### config.mk
export PLATFORM = sky130hd
export DESIGN_NAME = cpsw_switch_ctrl
export DESIGN_NICKNAME = d
export VERILOG_FILES = /design/src/common/cpsw_pkg.sv /design/src/logic/cpsw_pin_sync.sv /design/src/logic/cpsw_switch_ctrl.sv
export SDC_FILE = /design/constraint.sdc
export NUM_CORES = 1
export LEC_CHECK = 0
export ABC_AREA = 0
export BUFFER_PORTS_ARGS = -buffer_cell sky130_fd_sc_hd__buf_2
export CORE_UTILIZATION = 54
export CTS_CLUSTER_DIAMETER = 100
export DETAILED_ROUTE_END_ITERATION = 7
export PLACE_DENSITY = 0.87
export REMOVE_ABC_BUFFERS = 1
export SETUP_SLACK_MARGIN = 0.5
export SLEW_MARGIN = 40
export SYNTH_ARGS = -nofsm -noshare
export SYNTH_HDL_FRONTEND = slang
export SYNTH_HIERARCHICAL = 1
export SYNTH_SLANG_ARGS = --single-unit
export TNS_END_PERCENT = 30
### constraint.sdc
create_clock -name clk -period 2.85 [get_ports clk]
set_input_delay 0.4275 -clock clk [delete_from_list [all_inputs] [get_ports clk]]
set_output_delay 0.4275 -clock clk [all_outputs]
set_load 0.01 [all_outputs]
### src/common/cpsw_pkg.sv
/*
 package of the crosspoint profile switch controller: register offsets,
 field positions, reset values and the packed types shared by the design.
 assumes a 32-bit AHB-Lite register bus and eight ports of three-bit index.
*/
`default_nettype none
package cpsw_pkg;
	localparam int NumPorts = 8;
	localparam int SelW = 3;
	// register byte offsets
	localparam logic [7:0] PrimaryOfs = 8'h00;
	localparam logic [7:0] SecondaryOfs = 8'h04;
	localparam logic [7:0] SwitchCtrlOfs = 8'h08;
	localparam logic [7:0] RouteStatOfs = 8'h0C;
	// switch control field positions
	localparam int RegTrigBit = 0;
	localparam int PinEnBit = 1;
	// status field positions
	localparam int ActiveSecBit = 24;
	localparam int PinLevelBit = 25;
	// reset values
	localparam logic [23:0] IdentityMap = 24'hFA_C688;
	localparam logic [1:0] SwitchCtrlRst = 2'h0;

	typedef logic [SelW-1:0] cpsw_sel_t;

	typedef struct packed {
		logic pinEn;
		logic regTrig;
	} cpsw_ctrl_s;

	typedef struct packed {
		logic [1:0] htrans;
		logic hwrite;
		logic [2:0] hsize;
		logic [7:0] haddr;
	} cpsw_addr_s;
endpackage
`default_nettype wire

### src/logic/cpsw_pin_sync.sv
/*
 three-flop synchroniser with agreement filter for the trigger pin.
 assumes the pin is asynchronous to clk.
*/
`timescale 1ns/100ps
`default_nettype none
module cpsw_pin_sync
(
	// clock and reset
	input wire logic clk,
	input wire logic rst_b,
	// pin and filtered level
	input wire logic pinAsync,
	output logic pinLevel
);
	logic s1_q;
	logic s2_q;
	logic s3_q;
	logic lvl_q;
	wire agree = (s2_q == s3_q);

	always_ff @(posedge clk)
	begin
		if (!rst_b)
		begin
			s1_q <= 1'b0;
			s2_q <= 1'b0;
			s3_q <= 1'b0;
			lvl_q <= 1'b0;
		end
		else
		begin
			s1_q <= pinAsync;
			s2_q <= s1_q;
			s3_q <= s2_q;
			if (agree)
				lvl_q <= s3_q;
		end
	end

	assign pinLevel = lvl_q;
endmodule // cpsw_pin_sync
`default_nettype wire

### src/logic/cpsw_switch_ctrl.sv
/*
 crosspoint profile switch controller: AHB-Lite registers, two profiles per
 output, register or pin triggered switch event, routed select outputs.
 assumes one 100 MHz clock, synchronous active-low reset, whole-word access.
*/
`timescale 1ns/100ps
`default_nettype none
module cpsw_switch_ctrl
#(
	parameter int NumPorts = cpsw_pkg::NumPorts
)
(
	// clock and reset
	input wire logic clk,
	input wire logic rst_b,
	// register reset pin
	input wire logic config_reset_n,
	// trigger pin
	input wire logic profile_trigger_pin,
	// ahb-lite slave
	input wire logic hsel,
	input wire logic [7:0] haddr,
	input wire logic [1:0] htrans,
	input wire logic hwrite,
	input wire logic [2:0] hsize,
	input wire logic [31:0] hwdata,
	input wire logic hready,
	output logic [31:0] hrdata,
	output logic hreadyout,
	output logic hresp,
	// routing
	output logic [NumPorts*cpsw_pkg::SelW-1:0] routeSel,
	output logic useSecondary
);
	localparam int W = NumPorts*cpsw_pkg::SelW;

	//------------------------------------------------------------
	// pin and reset
	//------------------------------------------------------------
	logic pinLevel;
	cpsw_pin_sync uPinSync
	(
		.clk(clk),
		.rst_b(rst_b),
		.pinAsync(profile_trigger_pin),
		.pinLevel(pinLevel)
	);

	logic cr1_q;
	logic cr2_q;
	logic cr3_q;
	always_ff @(posedge clk)
	begin
		if (!rst_b)
		begin
			cr1_q <= 1'b1;
			cr2_q <= 1'b1;
			cr3_q <= 1'b1;
		end
		else
		begin
			cr1_q <= config_reset_n;
			cr2_q <= cr1_q;
			cr3_q <= cr2_q;
		end
	end
	wire cfgClear = !rst_b || (!cr2_q && !cr3_q);

	//------------------------------------------------------------
	// bus address phase
	//------------------------------------------------------------
	cpsw_pkg::cpsw_addr_s ap_q;
	logic apValid_q;
	wire take = hsel && hready && htrans[1];
	always_ff @(posedge clk)
	begin
		if (!rst_b)
		begin
			ap_q <= '0;
			apValid_q <= 1'b0;
		end
		else if (hready)
		begin
			ap_q <= '{htrans, hwrite, hsize, haddr};
			apValid_q <= take;
		end
	end
	wire wrPhase = apValid_q && ap_q.hwrite;
	wire wrPri = wrPhase && (ap_q.haddr == cpsw_pkg::PrimaryOfs);
	wire wrSec = wrPhase && (ap_q.haddr == cpsw_pkg::SecondaryOfs);
	wire wrCtl = wrPhase && (ap_q.haddr == cpsw_pkg::SwitchCtrlOfs);

	//------------------------------------------------------------
	// profiles and control
	//------------------------------------------------------------
	logic [W-1:0] pri_q;
	logic [W-1:0] sec_q;
	cpsw_pkg::cpsw_ctrl_s ctl_q;
	always_ff @(posedge clk)
	begin
		if (cfgClear)
		begin
			pri_q <= W'(cpsw_pkg::IdentityMap);
			sec_q <= W'(cpsw_pkg::IdentityMap);
			ctl_q <= cpsw_pkg::SwitchCtrlRst;
		end
		else
		begin
			if (wrPri)
				pri_q <= hwdata[W-1:0];
			if (wrSec)
				sec_q <= hwdata[W-1:0];
			if (wrCtl)
			begin
				ctl_q.regTrig <= hwdata[cpsw_pkg::RegTrigBit];
				ctl_q.pinEn <= hwdata[cpsw_pkg::PinEnBit];
			end
		end
	end

	//------------------------------------------------------------
	// profile selection
	//------------------------------------------------------------
	// pin mode follows pin level, register bit ignored
	wire selSecondary = ctl_q.pinEn ? pinLevel : ctl_q.regTrig;
	logic active_q;
	logic [W-1:0] route_q;
	always_ff @(posedge clk)
	begin
		if (cfgClear)
		begin
			active_q <= 1'b0;
			route_q <= W'(cpsw_pkg::IdentityMap);
		end
		else
		begin
			active_q <= selSecondary;
			route_q <= selSecondary ? sec_q : pri_q;
		end
	end
	assign routeSel = route_q;
	assign useSecondary = active_q;

	//------------------------------------------------------------
	// read data
	//------------------------------------------------------------
	// a write still in its data phase is forwarded to a read behind it
	logic [W-1:0] priView;
	logic [W-1:0] secView;
	cpsw_pkg::cpsw_ctrl_s ctlView;
	assign priView = wrPri ? hwdata[W-1:0] : pri_q;
	assign secView = wrSec ? hwdata[W-1:0] : sec_q;
	assign ctlView = wrCtl ? cpsw_pkg::cpsw_ctrl_s'({hwdata[cpsw_pkg::PinEnBit], hwdata[cpsw_pkg::RegTrigBit]})
		: ctl_q;
	logic [31:0] rd_d;
	logic [31:0] rd_q;
	always_comb
	begin
		rd_d = 32'h0000_0000;
		case (haddr)
			cpsw_pkg::PrimaryOfs: rd_d[W-1:0] = priView;
			cpsw_pkg::SecondaryOfs: rd_d[W-1:0] = secView;
			cpsw_pkg::SwitchCtrlOfs:
			begin
				rd_d[cpsw_pkg::RegTrigBit] = ctlView.regTrig;
				rd_d[cpsw_pkg::PinEnBit] = ctlView.pinEn;
			end
			cpsw_pkg::RouteStatOfs:
			begin
				rd_d[W-1:0] = route_q;
				rd_d[cpsw_pkg::ActiveSecBit] = active_q;
				rd_d[cpsw_pkg::PinLevelBit] = pinLevel;
			end
			default: rd_d = 32'h0000_0000;
		endcase
	end
	always_ff @(posedge clk)
	begin
		if (!rst_b)
			rd_q <= 32'h0000_0000;
		else if (take && !hwrite)
			rd_q <= rd_d;
	end
	assign hrdata = rd_q;
	assign hreadyout = 1'b1;
	assign hresp = 1'b0;

	//------------------------------------------------------------
	// checks
	//------------------------------------------------------------
	AST_IDENTITY: assert property (@(posedge clk) disable iff (!rst_b)
		(!cr2_q && !cr3_q) |=> (routeSel == W'(cpsw_pkg::IdentityMap) && !useSecondary))
		else $error("reset did not restore identity routing");
	AST_PRIMARY: assert property (@(posedge clk) disable iff (cfgClear)
		!selSecondary |=> (routeSel == $past(pri_q)))
		else $error("primary profile not routed");
	AST_SECONDARY: assert property (@(posedge clk) disable iff (cfgClear)
		selSecondary |=> (routeSel == $past(sec_q)))
		else $error("secondary profile not routed");
	AST_REG_TRIG: assert property (@(posedge clk) disable iff (cfgClear)
		(wrCtl && hwdata[cpsw_pkg::RegTrigBit] && !hwdata[cpsw_pkg::PinEnBit]) |=> ##1 useSecondary)
		else $error("register trigger did not switch");
	AST_PIN_HIGH: assert property (@(posedge clk) disable iff (cfgClear)
		(ctl_q.pinEn && pinLevel) |=> useSecondary)
		else $error("pin high did not switch");
	AST_PIN_FOLLOW: assert property (@(posedge clk) disable iff (cfgClear)
		(ctl_q.pinEn && $changed(pinLevel) && $stable(ctl_q)) |=> (useSecondary == $past(pinLevel)))
		else $error("pin change did not move routing");
	AST_PIN_IGNORE_REG: assert property (@(posedge clk) disable iff (cfgClear)
		(ctl_q.pinEn && !pinLevel && ctl_q.regTrig) |=> !useSecondary)
		else $error("register bit not ignored in pin mode");
	AST_REG_MODE: assert property (@(posedge clk) disable iff (cfgClear)
		(!ctl_q.pinEn) |=> (useSecondary == $past(ctl_q.regTrig)))
		else $error("register mode selection wrong");
	AST_ALL_TOGETHER: assert property (@(posedge clk) disable iff (cfgClear)
		$changed(useSecondary) |-> (routeSel == (useSecondary ? $past(sec_q) : $past(pri_q))))
		else $error("outputs mixed profiles");
	CVR_REG_SWITCH: cover property (@(posedge clk) disable iff (cfgClear)
		!ctl_q.pinEn && $rose(useSecondary));
	CVR_PIN_SWITCH: cover property (@(posedge clk) disable iff (cfgClear)
		ctl_q.pinEn && $rose(useSecondary));
	CVR_PIN_BACK: cover property (@(posedge clk) disable iff (cfgClear)
		ctl_q.pinEn && $fell(useSecondary));
endmodule // cpsw_switch_ctrl
`default_nettype wire

# After elaboration in Yosys (flattened, before gate mapping)
# Index checks and enable logic that the tools add are counted.
# classes
n_shift,0
reduce_logical,15
n_eq_ne,6
muxes,8
n_addsub,0
bitwise_logic,0
div,0
n_mul,0
magnitude_cmp,0
# ops
operator,n
24-bit two-way mux,3
22-bit one-hot mux with 3 select lines,1
8-bit by 4-bit == test with 1-bit output (second input constant),3
8-bit by 3-bit == test with 1-bit output (second input constant),2
8-bit logical NOT,2
1-bit logical AND,8
2-bit one-hot mux with 4 select lines,1
1-bit logical NOT,4
2-bit two-way mux,2
1-bit == test,1
1-bit logical OR,1
1-bit two-way mux,1
# totals
rom_bits,0
ramBits,0
latchBits,0
in_bits,52
register_bits,118
output_inout_bits,59
mem_count,0
elab_cells,46

# Logic depth before layout (Yosys ltp)
# Gate-level depths: netlist of run 1.
# logic_depth
ltp_word,4
mapped_depth,7
ltp_nobuf,5

# Hierarchy
# Netlist of run 1, hierarchy kept.
# by_module_without_submodules
module,area_each_um2,seq_area_each_um2,cells_per_inst,instances
cpsw_switch_ctrl,4797.1,2282.2,504,1
cpsw_pin_sync,116.4,80.1,10,1

# Worst setup path after synthesis of run 1
# No wires, ideal clock.
# synth_path
path_type,flip-flop to flip-flop
startpoint,register ap_q[1] (netlist name)
endpoint,"register rd_q[14], in the netlist hrdata[14]"
setup_time_ns,0.087
synth_period_minus_slack_ns,2.236
path_buffers,2
t_arrival_ns,2.149
stages_incl_launch_ff,8
required_ns,2.763
path_slack_ns,0.614
path_cell_list,dfxtp_1 -> or4_4 -> or4_4 -> buf_6 -> buf_8 -> mux2i_1 -> o22a_2 -> a221oi_2
# synth_between
elab_chain_len,4
elab_cells_between_ends,7
# synth_lines
item,line_no,text
start: declaration,cpsw_switch_ctrl.sv:72,cpsw_pkg::cpsw_addr_s ap_q;
start signal: assignment,cpsw_switch_ctrl.sv:84,"ap_q <= '{htrans, hwrite, hsize, haddr};"
8-bit by 3-bit == test with 1-bit output / 8-bit logical NOT (equally long branches),"cpsw_switch_ctrl.sv:90, cpsw_switch_ctrl.sv:89",
"1-bit logical AND, on equally long branches","cpsw_switch_ctrl.sv:90, cpsw_switch_ctrl.sv:89",
24-bit two-way mux,-,
22-bit one-hot mux with 3 select lines *,cpsw_switch_ctrl.sv:160,case (haddr)
end signal: assignment,cpsw_switch_ctrl.sv:182,rd_q <= rd_d;
end: declaration,cpsw_switch_ctrl.sv:156,logic [31:0] rd_q;
# Mark *: on every way between the ends. The rest lies on a longest branch, timed or not.
# A chain may end at the register's enable or synchronous reset.

# Worst setup path in the final report of run 1
# layout_path
startpoint,register ap_q[6] (netlist name)
endpoint,"register rd_q[1], in the netlist hrdata[1]"
# layout_between
elab_chain_len,4
elab_cells_between_ends,10
# layout_lines
item,line_no,text
8-bit by 4-bit == test with 1-bit output (tied with other cells),cpsw_switch_ctrl.sv:91,wire wrCtl = wrPhase && (ap_q.haddr == cpsw_pkg::SwitchCtrlOfs);
"1-bit logical AND, on equally long branches","cpsw_switch_ctrl.sv:91, cpsw_switch_ctrl.sv:89, cpsw_switch_ctrl.sv:90",
2-bit two-way mux / 24-bit two-way mux (equally long branches),-,
2-bit one-hot mux with 4 select lines *,cpsw_switch_ctrl.sv:160,
# Marks and branches as above.

==> key figures, run 1 <==
Status
  • Status: completed

STA
  • Final setup margin: roughly 0.51 ns
  • Hold WS: 0.1017 ns
  • Min Clock Period, post-route: ~2.3 ns
  • Worst Clk Skew: between 0.008 and 0.009 ns
  • Final hold vios: 0
  • Slew Viols, Final: 0
  • Final setup fails: 0
  • Slew HR: 0.5196
  • Actual slew at the worst max-slew pin: between 0.7 and 0.8 ns
  • RSZ-0062 raised after global routing: yes
  • Fin crit share: 0.8199
  • FMAX: approximately 430 MHz

Critical path
  • Worst r2r path cells: 6
  • Critical path cell sequence: or4_4 -> buf_4 -> nor4_2 -> mux2i_1 -> nor4b_1 -> o21ai_0
  • Critical Path AT: approximately 2.7 ns
  • CP max stage cell: or4_4
  • Crit path launch type: register
  • Setup CP Type: register to register
  • Max FO, Critical Path: 5
  • Worst EP required: around 3.2 ns
  • CP Capture Type: register
  • CP max stage delay: ~0.59 ns

Job
  • Max-Cap Viols: 0

Synth
  • Synthesized area: about 0.0049 mm^2
  • Mapped Cells: 514
  • YS warnings: 6
  • Post-synth top area cell: dfxtp_1
  • Yosys cell types: 37
  • Seq/Total Area, Yosys: 0.4808
  • FF+latch count, synth: about 120
  • Area contributors post-synth: dfxtp_1, mux2i_1, nand2_1
  • Syn avg cell area: 9.559 um^2
  • Synth top area share: 0.4808

Cells and area
  • Final instance area: 0.006115 mm^2
  • N_diodes: 0
  • Layout fillers: 621
  • Layout cells sized above 1: 0.3060
  • Area grow syn2layout: 24.45%
  • Nets@finish: 661
  • Core Util, Final: 0.6977

Routing
  • DR WL/cell: 17.47 um
  • Initial drt markers: 190
  • Via density per instance: 5.871
  • 1st-pass router iterations: 5
  • Routed Antenna Nets: 0
  • Total Wirelength: around 13 mm
  • Via count: roughly 4,300
  • Post-route DRC: 0

Pwr
  • IR drop worst, VDD: about 490 uV
  • Power Density: slightly above 600 mW/mm^2
  • Sequential share of power: 0.445
  • Sw frac: 0.2098
  • Comb pwr share: 0.038
  • Clock power share: 0.518
  • Leak: ~2.7 nW
  • Sw Pwr: between 0.7 and 0.8 mW
  • Pint: between 2 and 3 mW

Min path
  • Worst Hold Class: input pin to register
  • Worst Hold Path Cells: 2

Clocking
  • H-tree Lvls: 4
  • CTS tree: done
  • Root buf cell: clkbuf_8
  • Clock Pin Slew Worst Setup and Hold Paths: approximately 0.05 ns
  • TritonCTS Buffers: 17
  • Clock Sinks: ~120
  • Latest clock arrival within the worst-skew pair: roughly 0.51 ns
  • Deepest clock path buffer count: 2

Global route
  • Initial antenna violation count: 0
  • Vias in the first global route: roughly 4,200
  • GRT Util Overall: 0.2720
  • First-pass GRT wire length: approximately 20 mm
  • Largest net degree at the start of global routing: 40
  • Gr ovfl total: 0

Floorplanning
  • Core area: a little under 0.009 mm^2
  • Die height: slightly below 100 um
  • Initial cell density of the core: 0.5607
  • Die area: 0.009485 mm^2
  • Die Width: 97.39 um
  • I/O pin cnt: 111
  • # rows: 34

Placement
  • Port bufs: 90
  • DP Area: roughly 0.0054 mm^2
  • DP Wirelength: around 7.7 mm
  • Routability congestion estimate: around 0.9
  • DP Worst Slack: around 0.40 ns
[state kept, by name, summed over array words and instances (netlist names)]
register and count:
apValid_q 1, ap_q 9, cr1_q 1, cr2_q 1, cr3_q 1, ctl_q 2, hrdata 26, pri_q 24
routeSel 24, sec_q 24, uPinSync/pinLevel 1, uPinSync/s1_q 1, uPinSync/s2_q 1, uPinSync/s3_q 1, useSecondary 1
[power groups by stage]
stage               combinational, mW  sequential, mW  clock [mW]
floorplan                      0.0623            1.71           0
global placement                0.125            1.71           0
detailed placement              0.131            1.71           0
CTS                             0.133            1.68        1.97
global route                    0.153            1.68        2.06
finish                          0.142            1.68        1.95
[logic make-up (layout without fill, tap and decap cells)]
family,Yosys count,after routing,synth area share
other,2,8,0.001528
flip-flops,118,118,0.4808
AO/OA/AOI/OAI,94,94,0.1681
AND/OR/NAND/NOR,197,199,0.1795
buffers and inverters,42,141,0.04558
multiplexers,61,61,0.1245
[Yosys cell counts, drive strengths merged]
cell / instances
a21boi: 23
a21oi: 19
a221oi: 22
and2: 5
and4: 1
buf: 13
clkbuf: 28
clkinv: 1
conb: 2
dfxtp: 118
mux2: 1
mux2i: 60
nand2: 106
nand2b: 5
nand3: 22
nand4: 6
nand4b: 3
nor2: 37
nor2b: 2
nor4: 4
nor4b: 2
nor4bb: 1
o21ai: 6
o22a: 22
o31ai: 2
or4: 2
or4bb: 1
[area by class of cell]
class | count | area [um^2] | area share
inverters | 1 | 3.754 | 0.0006139
clock inverters | 3 | 40.04 | 0.006548
repair buffers | 109 | 596.8 | 0.09761
clock buffers | 28 | 505.5 | 0.08267
multi-input cells | 362 | 2470 | 0.4039
flip-flops and latches | 118 | 2364 | 0.3865
well taps | 108 | 135.1 | 0.02210
[metrics by stage]
stage	std cells	total power, mW	TNS (ns)
2_1_floorplan	479	1.768	-4.204
3_3_place_gp	692	1.832	0
5_1_grt	729	3.888	0
6_report	729	3.774	0
3_5_place_dp	692	1.839	0
4_1_cts	724	3.782	0
[final timing paths]
kind                        from  slack, ns   endpoint
hold reg to reg            cr1_q       0.41      cr2_q
setup / recovery         ap_q[6]       0.51  hrdata[1]
hold / removal    config_reset_n       0.10      cr1_q
setup reg to reg         ap_q[6]       0.51  hrdata[1]
[metal layers]
layer,track usage,wire length [um]
met1,0.3216,5192
met2,0.4519,6329
met3,0.07914,951
met4,0.1312,259
met5,0,0
[worst max-delay path, delay by kind of cell (launching register included)]
kind,cells,cell delay [ns]
AND/OR/NAND/NOR,3,1.38
flip-flops,1,0.33
buffers and inverters,1,0.17
multiplexers,1,0.16
AO/OA/AOI/OAI,1,0.16
[what timing repair did]
action / in CTS / in global routing
hold buffers: 0 / 0
buffers inserted: 0 / 3
hold endpoints to repair: 0 / 0
cloned: 1 / 1
gates resized for setup: 1 / 15
setup endpoints to repair: 23 / 24
pin swaps: 1 / 8
[cells in the final DEF, fill, tap and decap left out, types with 2 or more instances in the layout]
master,Yosys,routed
buf_4,8,18
nand3_1,22,21
nor2_1,37,36
a221oi_1,5,2
mux2i_2,0,2
nand2b_1,5,5
nand2_1,106,106
conb_1,2,8
clkinv_2,0,2
mux2i_4,0,3
a21boi_0,22,22
mux2i_1,60,55
clkbuf_1,28,6
o31ai_1,2,2
o22a_1,5,5
and2_1,4,4
buf_2,1,90
o21ai_0,5,4
nor2b_1,2,2
dfxtp_1,118,117
nand4b_1,3,3
nand4_1,6,6
nor4_1,4,3
clkbuf_8,0,6
clkbuf_16,0,16
a21oi_1,19,19
a221oi_2,17,20
o22a_2,17,17
or4_4,2,4
Power figures use the tool's default switching activity.
==> inputs of run 2 (changes only) <==
--- a/config.mk
+++ b/config.mk
@@ -7,10 +7,10 @@
 export LEC_CHECK = 0
 export ABC_AREA = 0
 export BUFFER_PORTS_ARGS = -buffer_cell sky130_fd_sc_hd__buf_2
-export CORE_UTILIZATION = 54
+export CORE_UTILIZATION = 48
 export CTS_CLUSTER_DIAMETER = 100
 export DETAILED_ROUTE_END_ITERATION = 7
-export PLACE_DENSITY = 0.87
+export PLACE_DENSITY = 0.82
 export REMOVE_ABC_BUFFERS = 1
 export SETUP_SLACK_MARGIN = 0.5
 export SLEW_MARGIN = 40
==> constraint.sdc (replaced) <==
create_clock -name clk -period 2 [get_ports clk]
set_input_delay 0.3 -clock clk [delete_from_list [all_inputs] [get_ports clk]]
set_output_delay 0.3 -clock clk [all_outputs]
set_load 0.01 [all_outputs]
==> key figures, run 2 (synthesis results as in run 1) <==
Status
  • Status: complete, but fails checks
  • Failing checks: negative setup slack

Placement
  • Port bufs: 90
  • Routability congestion estimate: about 0.85
  • DP Wirelength: approximately 8.4 mm
  • DP Area: approximately 0.0057 mm^2
  • DP Worst Slack: -0.2861 ns

Floorplanning
  • Die Width: just over 100 um
  • # rows: 36
  • Core area: about 0.0099 mm^2
  • I/O pin cnt: between 100 and 150
  • Die height: ~100 um
  • Initial cell density of the core: 0.4981
  • Die area: 0.01065 mm^2

STA
  • Hold WS: between 0.03 and 0.04 ns
  • Final setup margin: -0.3416 ns
  • Final setup fails: 37
  • RSZ-0062 raised after global routing: yes
  • Min Clock Period, post-route: between 2 and 2.5 ns
  • Final hold vios: 0
  • Slew HR: 0.5932
  • Actual slew at the worst max-slew pin: 0.6046 ns
  • Worst Clk Skew: between 0.01 and 0.015 ns
  • Slew Viols, Final: 0
  • Fin crit share: 1.171
  • FMAX: 427.1 MHz

Critical path
  • Crit path capture: hrdata[14]
  • Worst flop-to-flop path startpoint: ap_q[6]
  • Setup crit start: ap_q[6]
  • Setup CP Type: register to register
  • FF-to-FF setup slack: -0.34 ns
  • Reg2reg end: hrdata[14]
  • Worst r2r path cells: 6
  • Worst EP required: 2.42 ns
  • CP Capture Type: register
  • Critical Path AT: roughly 2.8 ns
  • Crit path launch type: register
  • Max FO, Critical Path: 13

Pwr
  • Power Density: approximately 800 mW/mm^2
  • Leak: 2.775 nW
  • Pint: approximately 4.3 mW
  • Final Total Pwr: between 5 and 6 mW
  • Sw Pwr: roughly 1.2 mW
  • IR drop worst, VDD: 561.1 uV
  • Comb pwr share: 0.048
  • Clock power share: 0.518
  • Sw frac: 0.2192
  • Sequential share of power: 0.434

Global route
  • First-pass GRT wire length: between 20 and 25 mm
  • Largest net degree at the start of global routing: 40
  • Initial antenna violation count: 0
  • Vias in the first global route: 4,430
  • GRT Util Overall: 0.2703
  • Gr ovfl total: 0

Cells and area
  • N_diodes: 0
  • Max reg flops: 26
  • Most frequent cells in the layout: dfxtp_1, nand2_1, buf_2
  • Layout cells sized above 1: 0.3839
  • Final instance area: 0.006764 mm^2
  • Area grow syn2layout: 37.66%
  • Nets@finish: 686
  • Most common cell after layout, fill and taps aside: dfxtp_1
  • Core Util, Final: 0.6857

Routing
  • Routed Antenna Nets: 0
  • Post-route DRC: 0
  • Via count: between 4,000 and 5,000
  • Via density per instance: ~5.6
  • DR WL/cell: approximately 18 um
  • Initial drt markers: 176
  • Total Wirelength: ~14 mm
  • 1st-pass router iterations: 5

Clocking
  • TritonCTS Buffers: 17
  • Deepest clock path buffer count: 2
  • Clock Pin Slew Worst Setup and Hold Paths: around 0.060 ns
  • CTS tree: done
  • Setup Buffers After CTS: 0
  • Latest clock arrival within the worst-skew pair: 0.52 ns
  • Clock Sinks: 118
  • Root buf cell: clkbuf_8
  • H-tree Lvls: 4

Min path
  • Beginning of the worst hold path: hwrite
  • Worst Hold Class: input pin to register

Job
  • Max-Cap Viols: 0
==> run 2: metrics by stage <==
stage	instances	setup TNS (ns)
after global routing	779	-8.925
after global placement	746	-4.594
final	779	-7.154
after floorplan	479	-66.87
after detailed placement	746	-5.885
after CTS	779	-6.211
==> run 2: critical path, stage by stage (launching register included) <==
cell and delay (ns):
dfxtp_2 0.32, or4_4 0.55, or4_4 0.54, buf_12 0.19
mux2i_1 0.15, o22a_2 0.24, a221oi_2 0.25
==> run 2: how the worst min path moves through the flow <==
stage	to	slack [ns]	cells past startpoint
3_5_place_dp	cr2_q	0.40	1
2_1_floorplan	cr1_q	0.37	1
4_1_cts	ap_q[11]	0.007	3
3_3_place_gp	cr2_q	0.39	1
6_report	ap_q[11]	0.04	3
5_1_grt	ap_q[0]	0.04	3
==> run 2: area by class of cell <==
cell class	count	area, um^2
clock buffers	21	449.2
well taps	133	166.4
repair buffers	136	877.1
fillers	695	3100
inverters	1	3.754
flip-flops and latches	118	2367
clock inverters	10	105.1
multi-input cells	360	2795
==> run 2: layer usage <==
| metal | wire length [um] | GRT usage | part of all wire |
|---|---|---|---|
| met5 | 0 | 0 | 0 |
| met3 | 821 | 0.07124 | 0.060 |
| met1 | 5592 | 0.3152 | 0.41 |
| met4 | 320 | 0.1213 | 0.023 |
| met2 | 7006 | 0.4672 | 0.51 |
==> run 2: what timing repair did <==
action                                  CTS  global route
resized for setup                        48            31
endpoints found under the setup margin   74            82
endpoints found under the hold margin     2             0
hold buffers                              2             0
pin swaps                                13            11
==> run 2: power by group through the flow <==
stage	registers, mW	logic, mW	clock network [mW]
after detailed placement	2.43	0.217	0
after floorplan	2.43	0.0888	0
after global placement	2.43	0.209	0
after global routing	2.39	0.283	3.00
final	2.39	0.266	2.85
after CTS	2.38	0.243	2.87
==> inputs of run 3 (changes only) <==
--- a/config.mk
+++ b/config.mk
@@ -7,6 +7,7 @@
 export LEC_CHECK = 0
 export ABC_AREA = 0
 export BUFFER_PORTS_ARGS = -buffer_cell sky130_fd_sc_hd__buf_2
+export CORE_ASPECT_RATIO = 1.4
 export CORE_UTILIZATION = 48
 export CTS_CLUSTER_DIAMETER = 100
 export DETAILED_ROUTE_END_ITERATION = 7
==> key figures, run 3 (synthesis results as in run 1) <==
Status
  • Status: complete, but fails checks
  • Failing checks: negative setup slack

Cells and area
  • Area grow syn2layout: 37.71%
  • Nets@finish: roughly 680
  • Most common cell after layout, fill and taps aside: dfxtp_1
  • Max reg flops: 26
  • N_diodes: 0
  • Most frequent cells in the layout: dfxtp_1, nand2_1, buf_2
  • Final instance area: slightly below 0.007 mm^2
  • Layout cells sized above 1: 0.3863

Critical path
  • Critical path cell sequence: or4_4 -> or4_4 -> buf_12 -> mux2i_2 -> o22a_2 -> a221oi_2
  • Worst EP required: around 2.3 ns
  • Worst r2r path cells: 6
  • Crit path launch type: register
  • CP max stage delay: ~0.54 ns
  • CP Capture Type: register
  • Max FO, Critical Path: 13
  • CP max stage cell: or4_4
  • Setup CP Type: register to register
  • Crit path top cell by count: or4_4
  • Critical Path AT: approximately 2.6 ns
  • FF-to-FF setup slack: -0.32 ns

Global route
  • Layer with the highest usage: met2
  • M2 GR Usage: 0.4780
  • First-pass GRT wire length: about 21 mm
  • GRT Util Overall: 0.2652
  • Gr ovfl total: 0
  • Initial antenna violation count: 0
  • Vias in the first global route: 4,445
  • M1 GR Usage: 0.2876
  • Routing usage on met3: 0.06504
  • Largest net degree at the start of global routing: 37

Clocking
  • Root buf cell: clkbuf_16
  • TritonCTS Buffers: 17
  • Latest clock arrival within the worst-skew pair: roughly 0.4 ns
  • Clock Pin Slew Worst Setup and Hold Paths: roughly 0.05 ns
  • Deepest clock path buffer count: 2
  • Setup Buffers After CTS: 0
  • Clock Sinks: 118
  • CTS tree: done
  • Hold buffer count at CTS: 0
  • H-tree Lvls: 4

STA
  • Final setup fails: 33
  • Slew Viols, Final: 0
  • Min Clock Period, post-route: around 2.3 ns
  • RSZ-0062 raised after global routing: yes
  • Final hold vios: 0
  • Fin crit share: 1.158
  • FMAX: ~430 MHz
  • Worst Clk Skew: a little over 0.007 ns
  • Final setup margin: -0.3155 ns
  • Fin Setup TNS: -6.168 ns

Placement
  • DP Area: ~0.0057 mm^2
  • Port bufs: 90
  • DP Wirelength: about 8.5 mm
  • Routability congestion estimate: a little over 0.8

Min path
  • Worst Hold Class: input pin to register
  • Worst Hold Path Cells: 2

Pwr
  • Leak: ~2.8 nW
  • Power Density: ~840 mW/mm^2
  • IR drop worst, VDD: roughly 660 uV

Routing
  • 1st-pass router iterations: 4
  • DR WL/cell: about 17 um
  • Via count: roughly 4,300
  • Total Wirelength: around 13 mm
  • Initial drt markers: between 200 and 250
  • Via density per instance: 5.542
  • Post-route DRC: 0
  • Routed Antenna Nets: 0

Floorplanning
  • Die Width: between 80 and 90 um
  • Core area: roughly 0.010 mm^2
  • Die height: between 100 and 150 um
  • Die area: around 0.011 mm^2
  • I/O pin cnt: roughly 110
  • # rows: 43
  • Initial cell density of the core: 0.4937

Job
  • Max-Cap Viols: 0
[run 3: cell count changes in the layout (fill, tap and decap cells not counted), moves of 2 or more]
cell           delta
o31ai_4           -2
buf_4             -4
buf_12            +3
clkbuf_8          +2
mux2i_2           +3
buf_6             -2
dlygate4sd3_1     -2
dfxtp_1           -3
o31ai_1           +2
mux2i_1           -3
dfxtp_2           +3
[run 3: area by class of cell]
type	count	area, um^2
fill	748	3187
clock inverter	9	97.59
multi-input combinational	360	2763
clock buffer	23	498.0
timing repair buffer	131	864.6
tap	135	168.9
inverter	1	3.754
sequential	118	2371
[run 3: what timing repair did]
action,CTS,global route
gates cloned,0,0
setup endpoints to repair,74,78
pin swaps,6,6
gates resized for setup,47,32
[run 3: metrics by stage]
| stage | setup slack (ns) | utilization | std cells | hold WS, ns | power [mW] |
|---|---|---|---|---|---|
| final | -0.3155 | 0.6798 | 777 | 0.06863 | 5.672 |
| after global routing | -0.3762 | 0.6798 | 777 | 0.06102 | 5.837 |
| after CTS | -0.2641 | 0.6606 | 777 | 0.05728 | 5.671 |
| after detailed placement | -0.2920 | 0.5769 | 745 | 0.4027 | 2.655 |
| after global placement | -0.2485 | 0.5769 | 745 | 0.3971 | 2.643 |
| after floorplan | -0.9178 | - | 479 | 0.3730 | 2.520 |
[run 3: where the power goes]
part | switching, mW | internal (mW)
logic | 0.155 | 0.105
registers | 0.0133 | 2.37
clock network | 1.04 | 1.98
total | 1.21 | 4.46
[run 3: critical path: cells and delay by family, from the launching register on]
kind	cells	cell delay, ns
AO/OA/AOI/OAI	2	0.47
buffers and inverters	1	0.18
flip-flops	1	0.32
multiplexers	1	0.17
AND/OR/NAND/NOR	2	1.07
[run 3: worst paths after layout]
check | startpoint | end
max | ap_q[1] | hrdata[7]
min | config_reset_n | cr1_q
max reg2reg | ap_q[1] | hrdata[7]
min reg2reg | cr1_q | cr2_q
[run 3: metal layers]
metal	share of wire	wire (um)	up-vias
met3	0.058	774	21
met2	0.53	7155	181
met5	0	0	-
met1	0.39	5283	2048
li1	-	-	2056
met4	0.018	245	0
